## config.mk

```make
export PLATFORM = sky130hd
export DESIGN_NAME = plut_top
export DESIGN_NICKNAME = d
export VERILOG_FILES = /design/src/plut_pkg.sv /design/src/plut_sel_if.sv /design/src/plut_top.sv /design/src/plut_sel.sv
export SDC_FILE = /design/constraint.sdc
export NUM_CORES = 1
export LEC_CHECK = 0
export BUFFER_PORTS_ARGS = -buffer_cell sky130_fd_sc_hd__buf_2
export CAP_MARGIN = 0
export CORE_MARGIN = 10
export CORE_UTILIZATION = 45
export CTS_CLUSTER_DIAMETER = 150
export DETAILED_ROUTE_END_ITERATION = 8
export MAX_ROUTING_LAYER = met4
export PLACE_DENSITY = 0.74
export SLEW_MARGIN = 20
export SYNTH_ARGS = -nofsm -noshare
export SYNTH_HDL_FRONTEND = slang
export SYNTH_SLANG_ARGS = --single-unit
```

## constraint.sdc

```tcl
create_clock -name clk -period 2.15 [get_ports clk]
set_input_delay 0.43 -clock clk [delete_from_list [all_inputs] [get_ports clk]]
set_output_delay 0.43 -clock clk [all_outputs]
set_load 0.02 [all_outputs]
```

## src/plut_pkg.sv

```systemverilog
// package for the programmable lookup slice: register offsets, reset values, modes
// assumes: registers are reached through the device's own byte-wide register port
package plut_pkg;

  // --------------------------------------------------------------------------
  // register map
  // --------------------------------------------------------------------------
  localparam logic [7:0] PLUT_OFS_BANK_A_LOW_TWO   = 8'h23;
  localparam logic [7:0] PLUT_OFS_BANK_B_HIGH_THREE = 8'h24;
  localparam logic [7:0] PLUT_OFS_BANK_A_HIGH_THREE = 8'h25;
  localparam logic [7:0] PLUT_OFS_BANK_B_LOW_THREE  = 8'h26;
  localparam logic [7:0] PLUT_TABLE_RST            = 8'h00;
  localparam logic [7:0] PLUT_RDATA_UNMAPPED       = 8'h00;

  // --------------------------------------------------------------------------
  // pin positions of each lookup (output pin, lowest select pin)
  // --------------------------------------------------------------------------
  localparam int PLUT_PIN_B_HIGH_OUT = 15;
  localparam int PLUT_PIN_B_HIGH_SEL = 12;
  localparam int PLUT_PIN_A_HIGH_OUT = 7;
  localparam int PLUT_PIN_A_HIGH_SEL = 4;
  localparam int PLUT_PIN_A_LOW_OUT  = 2;
  localparam int PLUT_PIN_A_LOW_SEL  = 0;
  localparam int PLUT_PIN_B_LOW_OUT  = 11;
  localparam int PLUT_PIN_B_LOW_SEL  = 8;
  localparam int PLUT_NUM_LUT        = 4;

  // --------------------------------------------------------------------------
  // logic mode of one quarter bank
  // --------------------------------------------------------------------------
  typedef enum logic [1:0] {
    PLUT_MODE_OFF,
    PLUT_MODE_TWO_TO_ONE,
    PLUT_MODE_THREE_TO_ONE,
    PLUT_MODE_THREE_TO_TWO
  } plut_mode_t;

endpackage : plut_pkg

```

## src/plut_sel_if.sv

```systemverilog
// bundle between the top and one table selector
// assumes: the selector is purely combinational
interface plut_sel_if;
  logic [7:0] table_bits;
  logic [2:0] sel;
  logic       result;

  modport owner    (output table_bits, output sel, input result);
  modport selector (input table_bits, input sel, output result);
endinterface : plut_sel_if

```

## src/plut_top.sv

```systemverilog
// programmable lookup slice: four register-held truth tables drive i/o pins
// assumes: register port strobes and pin inputs are synchronous to clk
// assumes: mode inputs are held steady by the owner of the mode registers, outside this slice

// Behaviour
// - io 15 is driven with the bank b high table bit indexed by io 14..12.
// - the io 15 lookup acts only while bank b upper mode is three-to-one.
// - io 7 is driven with the bank a high table bit indexed by io 6..4.
// - the io 7 lookup acts only while bank a upper mode is three-to-one.
// - io 2 takes bit 0 of the bank a low two-input table when io 1..0 is 00.
// - io 11 takes bit 7 of the table at 0x26 when io 10..8 is 111.
// - every table register clears to zero at reset so all lookups give low.
// - the bank a low two-input table acts only while bank a lower mode is two-to-one.
// - the table at 0x26 acts only while bank b lower mode is three-to-one.
module plut_top
  import plut_pkg::*;
(
  input  wire logic       clk,
  input  wire logic       sys_rst,
  input  wire logic [7:0] reg_addr,
  input  wire logic [7:0] reg_wdata,
  input  wire logic       reg_we,
  input  wire logic       reg_re,
  output logic      [7:0] reg_rdata_r,
  input  wire logic [1:0] logic_mode_bank_b_upper,
  input  wire logic [1:0] logic_mode_bank_a_upper,
  input  wire logic [1:0] logic_mode_bank_a_lower,
  input  wire logic [1:0] logic_mode_bank_b_lower,
  input  wire logic [15:0] io_in,
  output logic      [15:0] io_out_r,
  output logic      [15:0] io_oe_r
);

  // --------------------------------------------------------------------------
  // table registers
  // --------------------------------------------------------------------------
  logic [7:0] bank_a_low_two_input_table_r;
  logic [7:0] bank_b_high_three_input_table_r;
  logic [7:0] bank_a_high_three_input_table_r;
  logic [7:0] bank_b_low_three_input_table_r;

  // --------------------------------------------------------------------------
  // write decode
  // --------------------------------------------------------------------------
  // one hit per table; offsets outside the map hit nothing and are dropped silently
  logic wr_hit_a_low_two;
  logic wr_hit_b_high_three;
  logic wr_hit_a_high_three;
  logic wr_hit_b_low_three;

  always_comb begin
    wr_hit_a_low_two    = reg_we && (reg_addr == PLUT_OFS_BANK_A_LOW_TWO);
    wr_hit_b_high_three = reg_we && (reg_addr == PLUT_OFS_BANK_B_HIGH_THREE);
    wr_hit_a_high_three = reg_we && (reg_addr == PLUT_OFS_BANK_A_HIGH_THREE);
    wr_hit_b_low_three  = reg_we && (reg_addr == PLUT_OFS_BANK_B_LOW_THREE);
  end

  // bank a low table, feeds io 2; the whole byte is kept so it reads back as written
  always_ff @(posedge clk) begin
    if (sys_rst) begin
      bank_a_low_two_input_table_r <= PLUT_TABLE_RST;
    end else if (wr_hit_a_low_two) begin
      bank_a_low_two_input_table_r <= reg_wdata;
    end
  end

  // bank b high table, feeds io 15
  always_ff @(posedge clk) begin
    if (sys_rst) begin
      bank_b_high_three_input_table_r <= PLUT_TABLE_RST;
    end else if (wr_hit_b_high_three) begin
      bank_b_high_three_input_table_r <= reg_wdata;
    end
  end

  // bank a high table, feeds io 7
  always_ff @(posedge clk) begin
    if (sys_rst) begin
      bank_a_high_three_input_table_r <= PLUT_TABLE_RST;
    end else if (wr_hit_a_high_three) begin
      bank_a_high_three_input_table_r <= reg_wdata;
    end
  end

  // bank b low table, feeds io 11
  always_ff @(posedge clk) begin
    if (sys_rst) begin
      bank_b_low_three_input_table_r <= PLUT_TABLE_RST;
    end else if (wr_hit_b_low_three) begin
      bank_b_low_three_input_table_r <= reg_wdata;
    end
  end

  // --------------------------------------------------------------------------
  // register read port
  // --------------------------------------------------------------------------
  // unmapped offsets read as zero
  logic [7:0] reg_rdata_nxt;

  always_comb begin
    case (reg_addr)
      PLUT_OFS_BANK_A_LOW_TWO:    reg_rdata_nxt = bank_a_low_two_input_table_r;
      PLUT_OFS_BANK_B_HIGH_THREE: reg_rdata_nxt = bank_b_high_three_input_table_r;
      PLUT_OFS_BANK_A_HIGH_THREE: reg_rdata_nxt = bank_a_high_three_input_table_r;
      PLUT_OFS_BANK_B_LOW_THREE:  reg_rdata_nxt = bank_b_low_three_input_table_r;
      default:                    reg_rdata_nxt = PLUT_RDATA_UNMAPPED;
    endcase
  end

  // read data holds until the next read strobe; a read in the cycle of a write to the
  // same table returns the old byte, the new one is seen from the next cycle on
  always_ff @(posedge clk) begin
    if (sys_rst) begin
      reg_rdata_r <= 8'h00;
    end else if (reg_re) begin
      reg_rdata_r <= reg_rdata_nxt;
    end
  end

  // --------------------------------------------------------------------------
  // select pins and mode gates
  // --------------------------------------------------------------------------
  // select value is the pin group read as binary, lowest pin number as lsb
  logic [2:0] sel_b_high;
  logic [2:0] sel_a_high;
  logic [1:0] sel_a_low;
  logic [2:0] sel_b_low;
  logic       en_b_high;
  logic       en_a_high;
  logic       en_a_low;
  logic       en_b_low;

  always_comb begin
    sel_b_high = io_in[PLUT_PIN_B_HIGH_SEL +: 3];
    sel_a_high = io_in[PLUT_PIN_A_HIGH_SEL +: 3];
    sel_a_low  = io_in[PLUT_PIN_A_LOW_SEL +: 2];
    sel_b_low  = io_in[PLUT_PIN_B_LOW_SEL +: 3];
  end

  // a lookup owns its pin only in its own mode; in every other mode the
  // table still holds its byte but has no effect on the pin
  always_comb begin
    en_b_high = (logic_mode_bank_b_upper == PLUT_MODE_THREE_TO_ONE);
    en_a_high = (logic_mode_bank_a_upper == PLUT_MODE_THREE_TO_ONE);
    en_a_low  = (logic_mode_bank_a_lower == PLUT_MODE_TWO_TO_ONE);
    en_b_low  = (logic_mode_bank_b_lower == PLUT_MODE_THREE_TO_ONE);
  end

  // --------------------------------------------------------------------------
  // lookups: 0 = b high, 1 = a high, 2 = a low, 3 = b low
  // --------------------------------------------------------------------------
  logic [7:0] lut_table [PLUT_NUM_LUT];
  logic [2:0] lut_sel   [PLUT_NUM_LUT];
  logic [3:0] lut_en;
  logic [3:0] lut_bit;
  int         lut_pin   [PLUT_NUM_LUT];

  always_comb begin
    lut_table[0] = bank_b_high_three_input_table_r;
    lut_sel[0]   = sel_b_high;
    lut_en[0]    = en_b_high;
    lut_pin[0]   = PLUT_PIN_B_HIGH_OUT;
    lut_table[1] = bank_a_high_three_input_table_r;
    lut_sel[1]   = sel_a_high;
    lut_en[1]    = en_a_high;
    lut_pin[1]   = PLUT_PIN_A_HIGH_OUT;
    // two-input table: upper nibble belongs to io 6 in the other upper mode
    lut_table[2] = {4'h0, bank_a_low_two_input_table_r[3:0]};
    lut_sel[2]   = {1'b0, sel_a_low};
    lut_en[2]    = en_a_low;
    lut_pin[2]   = PLUT_PIN_A_LOW_OUT;
    lut_table[3] = bank_b_low_three_input_table_r;
    lut_sel[3]   = sel_b_low;
    lut_en[3]    = en_b_low;
    lut_pin[3]   = PLUT_PIN_B_LOW_OUT;
  end

  // each selector sits behind its own bundle so the four lookups stay identical
  genvar g;
  generate
    for (g = 0; g < PLUT_NUM_LUT; g++) begin : g_lut
      plut_sel_if lut_bus ();
      assign lut_bus.table_bits = lut_table[g];
      assign lut_bus.sel        = lut_sel[g];
      assign lut_bit[g]         = lut_bus.result;
      plut_sel u_sel (
        .lut (lut_bus.selector)
      );
    end
  endgenerate

  // --------------------------------------------------------------------------
  // pin drive, registered; pins outside an active mode are neither driven nor enabled
  // --------------------------------------------------------------------------
  logic [15:0] io_out_nxt;
  logic [15:0] io_oe_nxt;
  // every lookup owns a distinct pin, so the loop below never drives one pin twice

  always_comb begin
    io_out_nxt = 16'h0000;
    io_oe_nxt  = 16'h0000;
    for (int i = 0; i < PLUT_NUM_LUT; i++) begin
      if (lut_en[i]) begin
        io_out_nxt[lut_pin[i]] = lut_bit[i];
        io_oe_nxt[lut_pin[i]]  = 1'b1;
      end
    end
  end

  // one cycle from pins to pins; a table write shows on its pin two cycles after
  // the strobe, traded for outputs that come straight from flip-flops
  always_ff @(posedge clk) begin
    if (sys_rst) begin
      io_out_r <= 16'h0000;
      io_oe_r  <= 16'h0000;
    end else begin
      io_out_r <= io_out_nxt;
      io_oe_r  <= io_oe_nxt;
    end
  end

endmodule : plut_top

```

## src/plut_sel.sv

```systemverilog
// one truth-table selector: picks the table bit indexed by the select pins
// assumes: unused upper table bits are tied low by the owner for two-input tables
module plut_sel (
  plut_sel_if.selector lut
);

  always_comb begin
    lut.result = lut.table_bits[lut.sel];
  end

endmodule : plut_sel

```

==> metrics.cfg <==
[floorplanning]
initial_core_util=0.474
fp.dieH_um=91.3
rows=25
pin_count=84
coreArea_um2=4820
dieWidth_um=91.3
die-area_um2=8330

[detailed_routing]
viasPerCell=5.05
vias=1791
drt-wirelength-per-cell_um=15.4
drcViolationCount=0
first_pass_iters=4
drt-total-wl_um=5460
drt_iter0_drc=115
route.antenna.remaining_nets=0

[worst_hold_path]
min_path_type=in -> reg
min_from=logic_mode_bank_a_lower[1]
hold_depth=2

[sta]
maxSlewViolCount=0
fin_setup_tns_ns=0
fin_crit_ns=1.56
slew_headroom=0.437
final.setup_skew_ns=0.00792
worst_pin_slew_ns=0.842
setup_viol=0
timing.fmax_mhz=643
hold_viol_final=0
rsz0062_at_grt=false
period_share=0.723

[placed_design]
dp_hpwl_um=4350
gp_congestion=0.840
portBuffers=54

[global_routing]
grt_pass1_wl_um=8750
grt_max_degree=21
first_global_vias=1801
grt-ovfl-total=0
grt_antenna_before_repair=0
grt_util_all_layers=0.132

[clock_network]
cts_tree=built
numClockSinks=48
ctsResizeCount=0
cts_hold_buffers=0
cts_root_buffer=clkbuf_8
clkTransAtPathRegs_ns=0.08
cts_max_level=2
clockBufferDepth=2
numCtsBuffers=5
post_cts_buffers=0
clk_latency_ns=0.30

[critical_path]
worstSetupPathType=in -> reg
end_kind=flip-flop
regToRegStartpoint=bank_b_high_three_input_table_r[6]
critPathRequiredTime_ns=2.36
r2r_cells=3
cp-start-kind=primary input
arrival_ns=1.77
startpoint=reg_addr[3]
reg2reg_slack_ns=0.98
path_max_fanout=8

[final_layout]
n_antenna_cell=0
fillCellCount=453
fin_util=0.553
syn2layout_area_growth_pct=16.6
layout-drive-gt1-share=0.281
nNetsFinal=331

[status]
status=finished, final reports clean

[power]
ir_worst_vdd_mv=0.216
p_leak_nw=1.05
power_density_nw_per_um2=634

[synthesis]
synth_top_cells_by_count=dfxtp_1, mux2i_1, nor2_1
ys_ff_latch=48
synth_edf_count=0
synth_most_common_cell=dfxtp_1
syn_area_um2=2280
yosysTopAreaCellShare=0.421
async_reset_ff_frac=0
synth_cell_type_count=24
syn_area_per_cell_um2=9.93
yosys.area.top_type=dfxtp_1
synth_ff_type=dfxtp_1
ys_top_cells_by_area=dfxtp_1, mux2i_1, buf_4
synthCells=230
ys_warn_count=0
seq_area_frac_synth=0.421

[run]
maxCapViolCount=0

## routing by layer
layer | routed length, um | vias up | share of wire | track usage
met5 | 0 | - | 0 | -
met2 | 2650 | 76 | 0.49 | 0.220
met4 | 127 | 0 | 0.023 | 0.0535
met3 | 468 | 11 | 0.086 | 0.0477
met1 | 2210 | 830 | 0.41 | 0.139
li1 | - | 874 | - | -
## where the power goes
group | leakage, nW | switching, mW | internal, mW
Sequential | 0.387 | 0.00111 | 0.892
Clock | 0.0541 | 0.297 | 0.344
Combinational | 0.606 | 0.108 | 0.0478
Total | 1.05 | 0.405 | 1.28
## logic make-up (layout without fill, tap and decap cells)
logic type	Yosys count	count (layout)	share of synthesized area
other cells	1	24	0.00164
mux	43	43	0.227
simple gates	78	78	0.179
flops	48	48	0.421
compound gates	25	25	0.0717
buf+inv	35	70	0.100
## worst max-delay path, cell delays in order
cell	delay [ns]
buf_2	0.09
or3_4	0.45
nor4b_1	0.29
o21ai_1	0.24
o21ai_0	0.26
## cells in the final DEF (no fill, tap or decap), types with 8 or more instances in the layout
master / synthesis / routed
dfxtp_1: 48 / 48
o21ai_0: 8 / 8
buf_2: 0 / 54
conb_1: 1 / 24
mux2i_1: 36 / 36
nor2_1: 34 / 34
o22ai_1: 8 / 8
nand2_1: 23 / 23
## area by class of cell
type / count / area (um^2) / area share
tap: 67 / 83.8 / 0.0315
sequential: 48 / 961 / 0.361
clock buffer: 5 / 68.8 / 0.0258
multi-input combinational: 170 / 1180 / 0.443
clock inverter: 3 / 42.5 / 0.0160
timing repair buffer: 61 / 323 / 0.121
inverter: 1 / 3.75 / 0.00141
## per-stage QoR
| stage | power, mW | instance area [um^2] | setup slack, ns | instances | hold slack [ns] |
|---|---|---|---|---|---|
| global placement | 1.07 | 2550 | 0.312 | 347 | 0.435 |
| finish | 1.69 | 2660 | 0.595 | 355 | 0.291 |
| detailed placement | 1.07 | 2550 | 0.284 | 347 | 0.442 |
| floorplan | 1.04 | 2370 | 0.292 | 253 | 0.460 |
| CTS | 1.70 | 2660 | 0.593 | 355 | 0.288 |
| global route | 1.77 | 2660 | 0.435 | 355 | 0.283 |
## path summary, 6_finish.rpt
check | end
worst min register to register | reg_rdata_r[0]
worst max-delay path | reg_rdata_r[1]
worst min-delay path | io_oe_r[2]
worst max register to register | io_out_r[15]
## sequential cells by signal (all words and copies together), names as in the netlist
register and flops:
bank_b_low_three_input_table_r 8, io_out_r 4, bank_a_high_three_input_table_r 8, reg_rdata_r 8
io_oe_r 4, bank_b_high_three_input_table_r 8, bank_a_low_two_input_table_r 8
Power figures use the tool's default switching activity.
